===== config.mk =====
export PLATFORM = sky130hd
export DESIGN_NAME = rtc_time_calendar_registers
export DESIGN_NICKNAME = d
export VERILOG_FILES = /design/src/rtc_pkg.sv /design/src/rtc_alarm_field.sv /design/src/rtc_count_step.sv /design/src/rtc_time_calendar_registers.sv
export SDC_FILE = /design/constraint.sdc
export NUM_CORES = 2
export LEC_CHECK = 0
export ABC_AREA = 0
export BUFFER_PORTS_ARGS = -buffer_cell sky130_fd_sc_hd__clkbuf_2
export CORE_MARGIN = 3
export CORE_UTILIZATION = 64
export DETAILED_ROUTE_END_ITERATION = 12
export HOLD_SLACK_MARGIN = 0.02
export MAX_ROUTING_LAYER = met4
export PLACE_DENSITY_LB_ADDON = 0.25
export SLEW_MARGIN = 20
export SYNTH_ARGS = -nofsm -noshare
export SYNTH_HDL_FRONTEND = slang
export SYNTH_SLANG_ARGS = --single-unit

===== constraint.sdc =====
create_clock -name ref_clk -period 6.31 [get_ports ref_clk]
set_input_delay 0.3155 -clock ref_clk [delete_from_list [all_inputs] [get_ports ref_clk]]
set_output_delay 0.3155 -clock ref_clk [all_outputs]
set_load 0.02 [all_outputs]

===== src/rtc_pkg.sv =====
package rtc_pkg;

	// Register indices in the standard RAM space
	localparam logic [6:0] IDX_ELAPSED_S   = 7'h00;
	localparam logic [6:0] IDX_ALARM_S     = 7'h01;
	localparam logic [6:0] IDX_ELAPSED_M   = 7'h02;
	localparam logic [6:0] IDX_ALARM_M     = 7'h03;
	localparam logic [6:0] IDX_HOURS       = 7'h04;
	localparam logic [6:0] IDX_ALARM_H     = 7'h05;
	localparam logic [6:0] IDX_WEEKDAY     = 7'h06;
	localparam logic [6:0] IDX_DATE        = 7'h07;
	localparam logic [6:0] IDX_CALENDAR_M  = 7'h08;
	localparam logic [6:0] IDX_YEAR        = 7'h09;
	localparam logic [6:0] IDX_CTRL_A      = 7'h0a;
	localparam logic [6:0] IDX_CTRL_B      = 7'h0b;
	localparam logic [6:0] IDX_CTRL_C      = 7'h0c;
	localparam logic [6:0] IDX_CTRL_D      = 7'h0d;
	localparam logic [6:0] IDX_RAM_FIRST   = 7'h0e;

	// Reset values
	localparam logic [7:0] TIME_RESET      = 8'h00;
	localparam logic [6:0] CTRL_A_RESET    = 7'h20;
	localparam logic [7:0] CTRL_B_RESET    = 8'h00;

	// Field positions
	localparam int CTRL_B_SET_BIT          = 7;
	localparam int CTRL_B_RSVD_BIT         = 3;
	localparam int CTRL_B_DATA_MODE_BIT    = 2;
	localparam int CTRL_B_HOUR_MODE_BIT    = 1;
	localparam int CTRL_C_ALARM_BIT        = 5;
	localparam int CTRL_C_UPDATE_BIT       = 4;
	localparam int CTRL_D_VALID_BIT        = 7;
	localparam int HOUR_PM_BIT             = 7;

	// Divider chain code that lets time advance
	localparam logic [2:0] DIVIDER_NORMAL  = 3'b010;

	// Don't-care code in alarm bits 7:6
	localparam logic [1:0] ALARM_ANY       = 2'b11;

	// Counter limits, binary
	localparam logic [6:0] SEC_MAX         = 7'd59;
	localparam logic [6:0] HOUR24_MAX      = 7'd23;
	localparam logic [6:0] HOUR12_MAX      = 7'd12;
	localparam logic [6:0] HOUR12_LAST_AM  = 7'd11;
	localparam logic [6:0] WEEKDAY_MAX     = 7'd7;
	localparam logic [6:0] MONTH_MAX       = 7'd12;
	localparam logic [6:0] YEAR_MAX        = 7'd99;
	localparam logic [6:0] FEBRUARY        = 7'd2;

	// Host port selects
	localparam logic PORT_INDEX            = 1'b0;
	localparam logic PORT_DATA             = 1'b1;

	// Stored value to plain binary
	function automatic logic [6:0] to_bin(input logic [7:0] v, input logic bcd);
		logic [6:0] t;
		t = 7'({3'b000, v[7:4]} * 7'd10);
		return bcd ? 7'(t + {3'b000, v[3:0]}) : v[6:0];
	endfunction

	// Plain binary to stored value
	function automatic logic [7:0] from_bin(input logic [6:0] b, input logic bcd);
		logic [6:0] tens;
		logic [6:0] ones;
		tens = b / 7'd10;
		ones = b % 7'd10;
		return bcd ? {tens[3:0], ones[3:0]} : {1'b0, b};
	endfunction

endpackage


===== src/rtc_alarm_field.sv =====
`timescale 1ns/1ps
`default_nettype none

// One alarm compare field with its don't-care code
module rtc_alarm_field
	import rtc_pkg::*;
(
	input  wire logic [7:0] count,
	input  wire logic [7:0] alarm,
	output logic            hit
);
	// Both top bits set matches any count
	assign hit = (alarm[7:6] == ALARM_ANY) || (alarm == count); // [RULE_03]
endmodule

`default_nettype wire


===== src/rtc_count_step.sv =====
`timescale 1ns/1ps
`default_nettype none

// Next value of one wrapping counter, in the selected number format
module rtc_count_step
	import rtc_pkg::*;
(
	input  wire logic [7:0] cur,
	input  wire logic [6:0] lo,
	input  wire logic [6:0] hi,
	input  wire logic       bcd,
	output logic      [7:0] nxt,
	output logic            wrap
);
	logic [6:0] bin;

	// Out-of-range values also roll over so a bad write cannot stall the counter
	always_comb
	begin
		bin  = to_bin(cur, bcd);
		wrap = (bin >= hi);
		nxt  = wrap ? from_bin(lo, bcd) : from_bin(7'(bin + 7'd1), bcd);
	end
endmodule

`default_nettype wire


===== src/rtc_time_calendar_registers.sv =====
`timescale 1ns/1ps
`default_nettype none

// Behaviour
// RULE_01 - seconds, minutes wrap at 59 or 3B
// RULE_02 - alarms take same ranges as counters
// RULE_03 - alarm top bits 11 match anything
// RULE_04 - 12-hour: 01-12 am, 81-92 pm
// RULE_05 - 24-hour hours run 00 to 23/17
// RULE_06 - weekday cycles 01 to 07
// RULE_07 - date runs 01 to 31/1F
// RULE_08 - month runs 01 to 12/0C
// RULE_09 - year runs 00 to 99/63, wraps
// RULE_10 - three bytes overlay RAM at programmable index
// RULE_11 - control C read-only, writes ignored
// RULE_12 - control D read-only, reset by power-up only
// RULE_13 - data-mode bit: 0 BCD, 1 binary
// RULE_14 - hour-mode bit: 0 12-hour, 1 24-hour
// RULE_15 - host writes index, then data port
// RULE_16 - alarm event when time matches alarms
// RULE_17 - counters carry; date follows month, leap year
module rtc_time_calendar_registers
	import rtc_pkg::*;
(
	input  wire logic       ref_clk,
	input  wire logic       rst,
	input  wire logic       host_sel,
	input  wire logic       host_wr,
	input  wire logic       host_rd,
	input  wire logic [7:0] host_wdata,
	output logic      [7:0] host_rdata_q,
	input  wire logic       second_tick,
	input  wire logic       alarm_date_en,
	input  wire logic [6:0] alarm_date_idx,
	input  wire logic       alarm_month_en,
	input  wire logic [6:0] alarm_month_idx,
	input  wire logic       century_en,
	input  wire logic [6:0] century_idx,
	output logic            alarm_event_q,
	output logic            update_event_q
);
	localparam int RAM_DEPTH = 128;

	logic [6:0] index_q;
	logic [7:0] elapsed_s_field;
	logic [7:0] alarm_s_field;
	logic [7:0] elapsed_m_field;
	logic [7:0] alarm_m_field;
	logic [7:0] hours_count;
	logic [7:0] alarm_h_field;
	logic [7:0] weekday_count;
	logic [7:0] date_count;
	logic [7:0] calendar_m_field;
	logic [7:0] year_count;
	logic [6:0] ctrl_a_reg;
	logic [7:0] ctrl_b_reg;
	logic [7:0] ctrl_c_flags;
	logic       ctrl_d_valid;
	logic [7:0] alarm_date_field;
	logic [7:0] alarm_calendar_m_field;
	logic [7:0] hundred_years_count;
	logic [7:0] ram_q [RAM_DEPTH];

	logic       data_wr;
	logic       data_rd;
	logic       bcd;
	logic       h24;
	logic       running;
	logic       advance;
	logic       sel_date_alarm;
	logic       sel_month_alarm;
	logic       sel_century;
	logic       is_ram;
	logic [7:0] rd_value;

	// Host port decode; data writes wait until the valid byte has been read once (that first read returns 00)
	assign data_wr = host_wr && (host_sel == PORT_DATA) && ctrl_d_valid; // [RULE_15]
	assign data_rd = host_rd && (host_sel == PORT_DATA); // [RULE_15]
	assign bcd     = !ctrl_b_reg[CTRL_B_DATA_MODE_BIT]; // [RULE_13]
	assign h24     = ctrl_b_reg[CTRL_B_HOUR_MODE_BIT]; // [RULE_14]
	assign running = (ctrl_a_reg[6:4] == DIVIDER_NORMAL) && !ctrl_b_reg[CTRL_B_SET_BIT];
	assign advance = second_tick && running;

	// Programmable overlay bytes take over RAM at their index when enabled
	assign sel_date_alarm  = alarm_date_en && (index_q >= IDX_RAM_FIRST)
		&& (index_q == alarm_date_idx); // [RULE_10]
	assign sel_month_alarm = alarm_month_en && (index_q >= IDX_RAM_FIRST)
		&& (index_q == alarm_month_idx); // [RULE_10]
	assign sel_century     = century_en && (index_q >= IDX_RAM_FIRST)
		&& (index_q == century_idx); // [RULE_10]
	assign is_ram = (index_q >= IDX_RAM_FIRST) && !sel_date_alarm
		&& !sel_month_alarm && !sel_century;

	// Counter step units
	logic [7:0] sec_nxt;
	logic [7:0] min_nxt;
	logic [7:0] hr_nxt;
	logic [7:0] wd_nxt;
	logic [7:0] date_nxt;
	logic [7:0] mon_nxt;
	logic [7:0] yr_nxt;
	logic       sec_wrap;
	logic       min_wrap;
	logic       hr_wrap;
	logic       date_wrap;
	logic       mon_wrap;
	logic [6:0] hr_lo;
	logic [6:0] hr_hi;
	logic [6:0] date_hi;
	logic [6:0] mon_bin;
	logic [6:0] yr_bin;
	logic [6:0] hr_bin;
	logic       day_carry;
	logic [7:0] hr_next_full;

	// Seconds and minutes
	rtc_count_step u_sec (
		.cur  (elapsed_s_field),
		.lo   (7'd0),
		.hi   (SEC_MAX), // [RULE_01]
		.bcd  (bcd),
		.nxt  (sec_nxt),
		.wrap (sec_wrap)
	);
	rtc_count_step u_min (
		.cur  (elapsed_m_field),
		.lo   (7'd0),
		.hi   (SEC_MAX), // [RULE_01]
		.bcd  (bcd),
		.nxt  (min_nxt),
		.wrap (min_wrap)
	);

	// Hours count on the low seven bits; the pm bit is handled below
	assign hr_lo = h24 ? 7'd0 : 7'd1;
	assign hr_hi = h24 ? HOUR24_MAX : HOUR12_MAX; // [RULE_04] [RULE_05]
	assign hr_bin = to_bin({1'b0, hours_count[6:0]}, bcd);
	rtc_count_step u_hour (
		.cur  ({1'b0, hours_count[6:0]}),
		.lo   (hr_lo),
		.hi   (hr_hi),
		.bcd  (bcd),
		.nxt  (hr_nxt),
		.wrap (hr_wrap)
	);

	// In 12-hour mode the pm bit flips on leaving 11; day ends after 11 pm
	always_comb
	begin
		if (h24)
		begin
			hr_next_full = hr_nxt; // [RULE_05]
			day_carry    = hr_wrap;
		end
		else
		begin
			hr_next_full = {hours_count[HOUR_PM_BIT] ^ (hr_bin == HOUR12_LAST_AM),
				hr_nxt[6:0]}; // [RULE_04]
			day_carry    = hours_count[HOUR_PM_BIT] && (hr_bin == HOUR12_LAST_AM);
		end
	end

	// Weekday
	rtc_count_step u_weekday (
		.cur  (weekday_count),
		.lo   (7'd1),
		.hi   (WEEKDAY_MAX), // [RULE_06]
		.bcd  (bcd),
		.nxt  (wd_nxt),
		.wrap ()
	);

	// Month length from month and two-digit year
	assign mon_bin = to_bin(calendar_m_field, bcd);
	assign yr_bin  = to_bin(year_count, bcd);
	always_comb
	begin
		case (mon_bin)
			7'd4, 7'd6, 7'd9, 7'd11: date_hi = 7'd30;
			FEBRUARY:                date_hi = (yr_bin[1:0] == 2'b00) ? 7'd29 : 7'd28; // [RULE_17]
			default:                 date_hi = 7'd31; // [RULE_07]
		endcase
	end

	// Date, month and year
	rtc_count_step u_date (
		.cur  (date_count),
		.lo   (7'd1),
		.hi   (date_hi), // [RULE_07]
		.bcd  (bcd),
		.nxt  (date_nxt),
		.wrap (date_wrap)
	);
	rtc_count_step u_month (
		.cur  (calendar_m_field),
		.lo   (7'd1),
		.hi   (MONTH_MAX), // [RULE_08]
		.bcd  (bcd),
		.nxt  (mon_nxt),
		.wrap (mon_wrap)
	);
	rtc_count_step u_year (
		.cur  (year_count),
		.lo   (7'd0),
		.hi   (YEAR_MAX), // [RULE_09]
		.bcd  (bcd),
		.nxt  (yr_nxt),
		.wrap ()
	);

	// Alarm compare fields
	logic hit_s;
	logic hit_m;
	logic hit_h;
	rtc_alarm_field u_hit_s (
		.count (elapsed_s_field),
		.alarm (alarm_s_field), // [RULE_03]
		.hit   (hit_s)
	);
	rtc_alarm_field u_hit_m (
		.count (elapsed_m_field),
		.alarm (alarm_m_field),
		.hit   (hit_m)
	);
	rtc_alarm_field u_hit_h (
		.count (hours_count),
		.alarm (alarm_h_field),
		.hit   (hit_h)
	);

	// Index port
	always_ff @(posedge ref_clk or posedge rst)
	begin
		if (rst)
			index_q <= 7'h00;
		else if (host_wr && (host_sel == PORT_INDEX))
			index_q <= host_wdata[6:0]; // [RULE_15]
	end

	// Time and calendar counters; a host write wins over the tick for its byte
	always_ff @(posedge ref_clk or posedge rst)
	begin
		if (rst)
		begin
			elapsed_s_field  <= TIME_RESET;
			elapsed_m_field  <= TIME_RESET;
			hours_count      <= TIME_RESET;
			weekday_count    <= TIME_RESET;
			date_count       <= TIME_RESET;
			calendar_m_field <= TIME_RESET;
			year_count       <= TIME_RESET;
		end
		else
		begin
			if (data_wr && index_q == IDX_ELAPSED_S)
				elapsed_s_field <= host_wdata;
			else if (advance)
				elapsed_s_field <= sec_nxt; // [RULE_01]
			if (data_wr && index_q == IDX_ELAPSED_M)
				elapsed_m_field <= host_wdata;
			else if (advance && sec_wrap)
				elapsed_m_field <= min_nxt; // [RULE_01] [RULE_17]
			if (data_wr && index_q == IDX_HOURS)
				hours_count <= host_wdata;
			else if (advance && sec_wrap && min_wrap)
				hours_count <= hr_next_full; // [RULE_17]
			if (data_wr && index_q == IDX_WEEKDAY)
				weekday_count <= host_wdata;
			else if (advance && sec_wrap && min_wrap && day_carry)
				weekday_count <= wd_nxt; // [RULE_06]
			if (data_wr && index_q == IDX_DATE)
				date_count <= host_wdata;
			else if (advance && sec_wrap && min_wrap && day_carry)
				date_count <= date_nxt; // [RULE_17]
			if (data_wr && index_q == IDX_CALENDAR_M)
				calendar_m_field <= host_wdata;
			else if (advance && sec_wrap && min_wrap && day_carry && date_wrap)
				calendar_m_field <= mon_nxt; // [RULE_08]
			if (data_wr && index_q == IDX_YEAR)
				year_count <= host_wdata;
			else if (advance && sec_wrap && min_wrap && day_carry && date_wrap && mon_wrap)
				year_count <= yr_nxt; // [RULE_09] [RULE_17]
		end
	end

	// Alarm and overlay bytes, stored as written in the current format
	always_ff @(posedge ref_clk or posedge rst)
	begin
		if (rst)
		begin
			alarm_s_field          <= TIME_RESET;
			alarm_m_field          <= TIME_RESET;
			alarm_h_field          <= TIME_RESET;
			alarm_date_field       <= TIME_RESET;
			alarm_calendar_m_field <= TIME_RESET;
			hundred_years_count    <= TIME_RESET;
		end
		else if (data_wr)
		begin
			if (index_q == IDX_ALARM_S)
				alarm_s_field <= host_wdata; // [RULE_02]
			if (index_q == IDX_ALARM_M)
				alarm_m_field <= host_wdata; // [RULE_02]
			if (index_q == IDX_ALARM_H)
				alarm_h_field <= host_wdata; // [RULE_02]
			if (sel_date_alarm)
				alarm_date_field <= host_wdata; // [RULE_10]
			if (sel_month_alarm)
				alarm_calendar_m_field <= host_wdata; // [RULE_10]
			if (sel_century)
				hundred_years_count <= host_wdata; // [RULE_10]
		end
	end

	// General RAM; kept across resets, no reset value
	always_ff @(posedge ref_clk)
	begin
		if (data_wr && is_ram)
			ram_q[index_q] <= host_wdata;
	end

	// Control A and B; A holds its reset value until the valid bit is set
	always_ff @(posedge ref_clk or posedge rst)
	begin
		if (rst)
		begin
			ctrl_a_reg <= CTRL_A_RESET;
			ctrl_b_reg <= CTRL_B_RESET;
		end
		else
		begin
			if (!ctrl_d_valid)
				ctrl_a_reg <= CTRL_A_RESET;
			else if (data_wr && index_q == IDX_CTRL_A)
				ctrl_a_reg <= host_wdata[6:0];
			if (data_wr && index_q == IDX_CTRL_B)
			begin
				ctrl_b_reg <= host_wdata; // [RULE_13] [RULE_14]
				ctrl_b_reg[CTRL_B_RSVD_BIT] <= 1'b0;
			end
		end
	end

	// Event pulses: update end on the same edge as the step, alarm check on the new time
	always_ff @(posedge ref_clk or posedge rst)
	begin
		if (rst)
		begin
			update_event_q <= 1'b0;
			alarm_event_q  <= 1'b0;
		end
		else
		begin
			update_event_q <= advance;
			alarm_event_q  <= update_event_q && hit_s && hit_m && hit_h; // [RULE_16]
		end
	end

	// Control C flags: set by events, cleared by a data read at its index; set wins
	always_ff @(posedge ref_clk or posedge rst)
	begin
		if (rst)
			ctrl_c_flags <= 8'h00;
		else
		begin
			if (data_rd && index_q == IDX_CTRL_C)
				ctrl_c_flags <= 8'h00; // [RULE_11]
			if (update_event_q)
				ctrl_c_flags[CTRL_C_UPDATE_BIT] <= 1'b1;
			if (update_event_q && hit_s && hit_m && hit_h)
				ctrl_c_flags[CTRL_C_ALARM_BIT] <= 1'b1; // [RULE_16]
		end
	end

	// Control D valid bit: cleared only by power-up reset, set once read
	always_ff @(posedge ref_clk or posedge rst)
	begin
		if (rst)
			ctrl_d_valid <= 1'b0; // [RULE_12]
		else if (data_rd && index_q == IDX_CTRL_D)
			ctrl_d_valid <= 1'b1; // [RULE_12]
	end

	// Read multiplexer for the data port
	always_comb
	begin
		rd_value = 8'h00;
		if (sel_date_alarm)
			rd_value = alarm_date_field;
		else if (sel_month_alarm)
			rd_value = alarm_calendar_m_field;
		else if (sel_century)
			rd_value = hundred_years_count;
		else if (is_ram)
			rd_value = ram_q[index_q];
		else
		begin
			case (index_q)
				IDX_ELAPSED_S:  rd_value = elapsed_s_field;
				IDX_ALARM_S:    rd_value = alarm_s_field;
				IDX_ELAPSED_M:  rd_value = elapsed_m_field;
				IDX_ALARM_M:    rd_value = alarm_m_field;
				IDX_HOURS:      rd_value = hours_count;
				IDX_ALARM_H:    rd_value = alarm_h_field;
				IDX_WEEKDAY:    rd_value = weekday_count;
				IDX_DATE:       rd_value = date_count;
				IDX_CALENDAR_M: rd_value = calendar_m_field;
				IDX_YEAR:       rd_value = year_count;
				IDX_CTRL_A:     rd_value = {1'b0, ctrl_a_reg};
				IDX_CTRL_B:     rd_value = ctrl_b_reg;
				IDX_CTRL_C:     rd_value = ctrl_c_flags; // [RULE_11]
				IDX_CTRL_D:     rd_value = {ctrl_d_valid, 7'h00};
				default:        rd_value = 8'h00;
			endcase
		end
	end

	// Read data register, loaded on a read of either port
	always_ff @(posedge ref_clk or posedge rst)
	begin
		if (rst)
			host_rdata_q <= 8'h00;
		else if (host_rd)
			host_rdata_q <= (host_sel == PORT_DATA) ? rd_value : {1'b0, index_q};
	end
endmodule

`default_nettype wire


# Word-level counts from Yosys, hierarchy flattened
# Memories as Yosys holds them, arrays and structs flattened.
# Index checks and enable logic that the tools add are counted.
word_totals:
  output_inout_bits: 10
  reg_bits: 138
  wordCells: 216
  mem_bits_rw: 1024
  latchBits: 0
  input_bits: 38
  rom_bits: 0
  memories: 1
op_classes:
  muxes: 55
  addsub: 14
  magnitude_cmp: 8
  n_shift: 0
  reduce_logical: 61
  bitwise_logic: 2
  div_mod_pow: 16
  eq_ne: 30
  mul: 7
memory_table:
  columns: ["memory", "depth", "word_bits", "rd", "rd_ports_with_merged_regs", "wr", "line", "rtl"]
  rows:
  - ["ram_q", 128, 8, 1, 0, 1, "rtc_time_calendar_registers.sv:62", "logic [7:0] ram_q [RAM_DEPTH];"]
op_table:
  columns: ["op", "count"]
  rows:
  - ["2-to-1 mux 8 bit", 35]
  - ["case mux 8 bit (14 select lines)", 1]
  - ["== test 7 x 4 -> 1 bit (second input constant)", 9]
  - ["2-to-1 mux 7 bit", 9]
  - ["divider 7 x 4 -> 7 bit (second input constant)", 8]
  - ["modulo 7 x 4 -> 7 bit (second input constant)", 8]
  - ["adder 7 x 1 -> 7 bit (second input constant)", 7]
  - ["adder 7 x 4 -> 7 bit", 7]
  - ["== test 7 x 3 -> 1 bit (second input constant)", 6]
  - ["logical AND 1 bit", 36]
  - ["multiplier 4 x 3 -> 6 bit (second input constant)", 6]
  - ["== test 8 bit", 3]
  - ["== test 7 x 2 -> 1 bit (second input constant)", 3]
  - ["== test 7 bit", 3]
  - ["nonzero test 2 bit", 9]
  - [">= comparator 7 x 4 -> 1 bit (second input constant)", 2]
  - [">= comparator 7 x 5 -> 1 bit", 2]
  - [">= comparator 7 x 6 -> 1 bit (second input constant)", 2]
  - ["AND reduction 2 bit", 6]
  - ["== test 7 x 1 -> 1 bit (second input constant)", 1]
  - [">= comparator 7 x 3 -> 1 bit (second input constant)", 1]
  - [">= comparator 7 bit (second input constant)", 1]
  - ["zero test 7 bit", 1]
  - ["2-to-1 mux 1 bit", 7]
  - ["13 further kinds", 20]

# Logic depth before layout (Yosys ltp)
depth:
  depth_word: 12
  mapped_depth: 23
  depth_no_buf: 19

# Cells and area by module
# From an unflattened synthesis, not the netlist that was laid out.
unflattened:
  hier_cells: 4532
  area_unflattened_um2: 60623.1
by_module_without_submodules:
  columns: ["module", "cells_each", "seq_area_each_um2", "n_inst", "area_each_um2"]
  rows:
  - ["rtc_time_calendar_registers", 2625, 34204.1, 1, 47576.9]
  - ["rtc_count_step (u_date ...)", 275, 0.0, 3, 1840.5]
  - ["rtc_count_step (u_month ...)", 263, 0.0, 3, 1809.2]
  - ["rtc_count_step (u_year)", 257, 0.0, 1, 1823.0]
  - ["rtc_alarm_field", 12, 0.0, 3, 91.3]

# Worst setup path before layout
# Ideal clock, no wire load.
synth_timing:
  kind: "flip-flop to flip-flop"
  from: "register ctrl_b_reg[2]"
  to: "register hours_count[3]"
  setup_time_ns: 0.069
  arrival_time_ns: 4.611
  n_path_buf: 9
  period_less_slack_ns: 4.680
  slack_ns: 1.630
  t_required_ns: 6.241
  path_stages_with_launch: 22
  path_cell_list: "dfrtp_1 > buf_6 > buf_8 > buf_6 > buf_6 > buf_6 > buf_4 > buf_2 > clkbuf_1 > clkbuf_1 > mux2_2 > ha_1 > o211ai_1 > nor2b_1 > nor3_1 > a22oi_4 > a2111oi_0 > o31ai_1 > a211o_1 > a211o_1 > a221o_1 > nand3_1"
synth_via:
  elab_chain_len: 8
  elab_cells_between_ends: 17
  cone_classes: "add/sub (1); div (1); order compare (3); mux (9); reduce/logical (3)"
synth_rtl:
  columns: ["item", "line", "rtl"]
  rows:
  - ["from (decl)", "rtc_time_calendar_registers.sv:56", "logic [7:0] ctrl_b_reg;"]
  - ["from (signal assigned)", "rtc_time_calendar_registers.sv:338", "ctrl_b_reg <= host_wdata;"]
  - ["2-to-1 mux 7 bit", "rtc_pkg.sv:59", "return bcd ? 7'(t + {3'b000, v[3:0]}) : v[6:0];"]
  - ["adder 7 x 1 -> 7 bit", "rtc_count_step.sv:22", "nxt = wrap ? from_bin(lo, bcd) : from_bin(7'(bin + 7'd1), bcd);"]
  - ["modulo 7 x 4 -> 7 bit", "rtc_pkg.sv:67", "ones = b % 7'd10;"]
  - ["2-to-1 mux 8 bit", "rtc_pkg.sv:68", "return bcd ? {tens[3:0], ones[3:0]} : {1'b0, b};"]
  - ["2-to-1 mux 8 bit", "rtc_count_step.sv:22", null]
  - ["2-to-1 mux 8 bit", "rtc_time_calendar_registers.sv:150", "if (h24)"]
  - ["2-to-1 mux 8 bit", "rtc_time_calendar_registers.sv:265", "else if (advance && sec_wrap && min_wrap)"]
  - ["2-to-1 mux 8 bit", "rtc_time_calendar_registers.sv:263", "if (data_wr && index_q == IDX_HOURS)"]
  - ["to (signal assigned)", "rtc_time_calendar_registers.sv:264", "hours_count <= host_wdata;"]
  - ["to (signal assigned)", "rtc_time_calendar_registers.sv:266", "hours_count <= hr_next_full;"]
  - ["to (decl)", "rtc_time_calendar_registers.sv:49", "logic [7:0] hours_count;"]
# Parallel ways exist; a longest one is shown, timed or not. The select of a mux whose other input is x is not followed.
# A chain may end at the register's enable or synchronous reset.

# Worst setup path after layout
layout_timing:
  from: "register calendar_m_field[5]"
  to: "register year_count[1]"
layout_via:
  elab_chain_len: 10
  elab_cells_between_ends: 15
  cone_classes: "add/sub (1); mul (1); order compare (2); eq/ne (5); mux (2); reduce/logical (4)"
layout_rtl:
  columns: ["item", "line", "rtl"]
  rows:
  - ["from (decl)", "rtc_time_calendar_registers.sv:53", "logic [7:0] calendar_m_field;"]
  - ["from (signal assigned)", "rtc_time_calendar_registers.sv:276", "calendar_m_field <= host_wdata;"]
  - ["from (signal assigned)", "rtc_time_calendar_registers.sv:278", "calendar_m_field <= mon_nxt;"]
  - ["multiplier 4 x 3 -> 6 bit", "rtc_pkg.sv:58", "t = 7'({3'b000, v[7:4]} * 7'd10);"]
  - ["adder 7 x 4 -> 7 bit", "rtc_pkg.sv:59", null]
  - ["2-to-1 mux 7 bit (*)", "rtc_pkg.sv:59", null]
  - ["== test 7 x 3 -> 1 bit or == test 7 x 4 -> 1 bit (tied branches)", "rtc_time_calendar_registers.sv:178", "case (mon_bin)"]
  - ["OR reduction 4 bit", "rtc_time_calendar_registers.sv:178", null]
  - ["case mux 2 bit (2 select lines)", "rtc_time_calendar_registers.sv:178", null]
  - [">= comparator 7 x 5 -> 1 bit", "rtc_count_step.sv:21", "wrap = (bin >= hi);"]
  - ["logical AND 1 bit", "rtc_time_calendar_registers.sv:281", "else if (advance && sec_wrap && min_wrap && day_carry && date_wrap && mon_wrap)"]
  - ["logical AND 1 bit (*)", "rtc_time_calendar_registers.sv:281", null]
  - ["nonzero test 2 bit (no line) (*)", null, null]
  - ["to (signal assigned)", "rtc_time_calendar_registers.sv:280", "year_count <= host_wdata;"]
  - ["to (signal assigned)", "rtc_time_calendar_registers.sv:282", "year_count <= yr_nxt;"]
  - ["to (decl)", "rtc_time_calendar_registers.sv:54", "logic [7:0] year_count;"]
# Mark *: on every way between the ends. The rest lies on a longest branch, timed or not.

==> results.md <==
* Die Area at 87600 µm²
* Post-synthesis register bit count at 1162
* Hold worst-path end: host_rdata_q[7]
* Async S/R FF share, synth at 11.9%
* Setup TNS at 0 ns
* Vias in the first global route at 33.2k
* Multi-input gate area at 19200 µm²
* Final Wtd Congestion at 0.904
* Seq pwr share at 49.0%
* Cell Int Power at 13.1 mW
* Setup crit end kind: flip-flop
* Ys Warns at 0
* HP Start: host_sel
* Post-layout minimum cycle time at 5.68 ns
* Worst-path clk slew at 0.06 ns
* Max Freq at 0.176 GHz
* Commonest cells after routing, fill and taps aside: edfxtp_1, mux4_2, nor2_1
* Critical path class: flip-flop to flip-flop
* Commonest non-fill, non-tap cell in the layout: edfxtp_1
* Max FO, Critical Path at 11
* Combinational group share of total power at 14.9%
* DRC Markers at 0
* Sequential-to-total area share from yosys stat at 63.6%
* DR vias/cell at 7.19
* Crit path max-delay cell type: nor3_1
* Main synth FF type: edfxtp_1
* Biggest register: ram_q
* Row Count at 105
* CP Depth at 21
* # IOs at 48
* Leakage at 20.3 nW
* Crit path DAT at 6.28 ns
* Layout cells sized above 1 at 20.8%
* Cts repair resizes at 0
* FF/Latch Area at 34200 µm²
* Core region area at 82600 µm²
* R2r endpoint: year_count[1]
* Reg2Reg Depth at 21
* Max Clock Skew at 0.0624 ns
* Largest family of logic cells by synthesized area: multiplexers
* Simple-Gate Fraction of Synth Area at 6.95%
* Crit path buffers/inverters at 2
* Grt ovf at 0
* Hold_buf cts at 1
* 1st-pass router iterations at 6
* Crit path cell chain: ha_1 > ha_1 > fa_1 > nand2_1 > a2111oi_2 > a211oi_1 > buf_4 > nor3_1 > and2_0 > a22oi_1 > ha_1 > nand2b_1 > a21oi_1 > nor2_1 > nor3_1 > nor2_1 > buf_4 > a21oi_1 > a22o_1 > a311oi_1 > nand2_1
* DP HPWL at 87300 µm
* Global-route wire length before repair at 221000 µm
* Slew @ Worst Pin at 1.12 ns
* Die W at 296 µm
* Routed wire length at 149000 µm
* Delay of the slowest critical-path stage at 0.62 ns
* CTS tree: built
* Compound-Gate Fraction of Synth Area at 7.16%
* Cell variety after synth at 117
* Clock root buffer master: clkbuf_16
* Startpoint class of the critical path: flip-flop
* Port bufs at 47
* First DRT Iteration DRCs at 4212
* Avg WL per Cell at 31.9 µm
* XOR/XNOR Fraction of Synth Area at 1.70%
* Hold Slack at 0.143 ns
* Family with the most delay on the worst path: simple AND/OR/NAND/NOR gates
* Status: finished, final reports clean
* RR Startpoint: calendar_m_field[5]
* Max FFs per register at 1024
* CTS buffer count at 106
* Bufs on Longest Clock Path at 3
* RSZ-0062 raised after global routing: no
* GRT Util Overall at 35.6%
* CTS sink cnt at 1162
* Clock power frac at 36.1%
* Layout net count at 3634
* H-tree depth at 3
* Reg2reg setup slack at 0.63 ns
* Post-Synth Adder-Cell Area at 2.53%
* Largest net degree at the start of global routing at 89
* P&R area growth vs syn at 9.94%
* Final hold vios at 0
* Setup bufs post-CTS at 0
* NetSw at 4.61 mW
* Routed vias at 33.5k
* # Max-Cap Violations at 0
* Most common cell on crit path: ha_1
* Mux share of post-synthesis cell area at 16.5%
* Fin crit share at 90.0%
* Post-synthesis cell count at 3339
* Worst IR Drop VDD at 0.369 mV
* Routed Antenna Nets at 0
* PD cells at 300 nW/µm²
* Final max-slew violation count at 0
* Worst hold path stage count at 3
* Fillers at 4704
* Initial antenna violation count at 5
* Syn avg cell area at 16.1 µm²
* Worst skew pair latency at 0.69 ns
* Switching Fraction at 26.0%
* Mapped Area at 53800 µm²
* Worst Path Required at 6.92 ns
* Max-slew headroom at 25.6%
* Die height at 296 µm
* Initial Util at 65.1%
* EDFF count, synth at 1024
* Final setup viols at 0
* Worst min path class: input port to flip-flop
## power by group through the flow
stage,registers (mW),logic [mW],clock network [mW]
6_report,8.70,2.65,6.40
5_1_grt,8.71,2.79,6.68
4_1_cts,8.69,2.62,6.42
3_5_place_dp,8.85,2.56,0
3_3_place_gp,8.84,2.48,0
2_1_floorplan,8.73,1.80,0
## cells by family after synthesis
logic type / Yosys count
other: 1
AND/OR/NAND/NOR: 778
adder cells (fa/ha/maj): 101
XOR/XNOR: 103
AO/OA/AOI/OAI: 524
buffers and inverters: 215
flip-flops: 1162
multiplexers: 455
## worst min-delay path: cells and delay by family
| family | cells | cell delay (ns) |
|---|---|---|
| AOI/OAI and AO/OA | 2 | 0.24 |
| buffers and inverters | 1 | 0.20 |
## through the flow
step | instances | setup slack, ns | power (mW) | utilization, % | instance area [µm²]
CTS | 4656 | 0.719 | 17.7 | 71.6 | 59100
finish | 4661 | 0.634 | 17.8 | 71.6 | 59200
floorplan | 3450 | 1.63 | 10.5 | - | 54200
global placement | 4457 | 0.876 | 11.3 | 67.4 | 55700
detailed placement | 4457 | 0.700 | 11.4 | 67.4 | 55700
global route | 4661 | 0.261 | 18.2 | 71.6 | 59200
## cell type report
class                           count  area share, %
Sequential cell                  1162           57.8
Multi-Input combinational cell   2073           32.4
Clock buffer                      138           4.81
Tap cell                         1070           2.26
Timing Repair Buffer              113           1.45
Clock inverter                     60          0.975
Inverter                           40          0.262
Antenna cell                        5         0.0211
## per-layer routing
metal | track usage [%] | vias to the layer above | share of wire (%)
li1 | - | 13700 | -
met1 | 46.9 | 17100 | 36
met2 | 56.5 | 2331 | 49
met3 | 6.34 | 391 | 10
met4 | 13.9 | 0 | 4.6
met5 | - | - | 0
## worst max path at each step
stage | from | end | slack [ns]
floorplan | ctrl_b_reg[2] | hours_count[3] | 1.63
global route | calendar_m_field[5] | year_count[1] | 0.26
finish | calendar_m_field[5] | year_count[1] | 0.63
global placement | calendar_m_field[5] | year_count[1] | 0.88
CTS | calendar_m_field[5] | year_count[1] | 0.72
detailed placement | calendar_m_field[5] | year_count[1] | 0.70
## Yosys cell counts (10+ instances only)
cell type  instances  share of area, %
mux2_2            73               1.5
nor4_1            18              0.21
nor2_1           256               1.8
a21oi_1          112               1.0
mux2i_1           44              0.82
a211o_1           13              0.21
xnor2_1           78               1.3
clkbuf_1          94              0.66
o21ai_0           73              0.68
nand2_1          176               1.2
nor2b_1           16              0.19
o211ai_1          18              0.25
a31o_2            10              0.16
buf_2             16              0.15
nand3_1           86              0.80
xor2_1            23              0.37
edfxtp_1        1024                57
buf_1             57              0.40
o22ai_1           17              0.20
a222oi_1          14              0.26
and2_1            18              0.21
a211oi_1          13              0.18
ha_1              87               2.0
a2111oi_0         11              0.18
a22oi_1           37              0.52
dfrtp_1          137               6.4
a31oi_1           21              0.24
nand4_1           34              0.40
nand2b_1          17              0.20
mux4_2           336                14
inv_1             38              0.27
or3_1             15              0.17
fa_1              13              0.48
a21o_1            18              0.25
and3_1            33              0.38
o31ai_1           15              0.21
o21ai_1           10             0.093
nor3_1            50              0.46
Note: power is estimated with default switching activity, not from simulation.
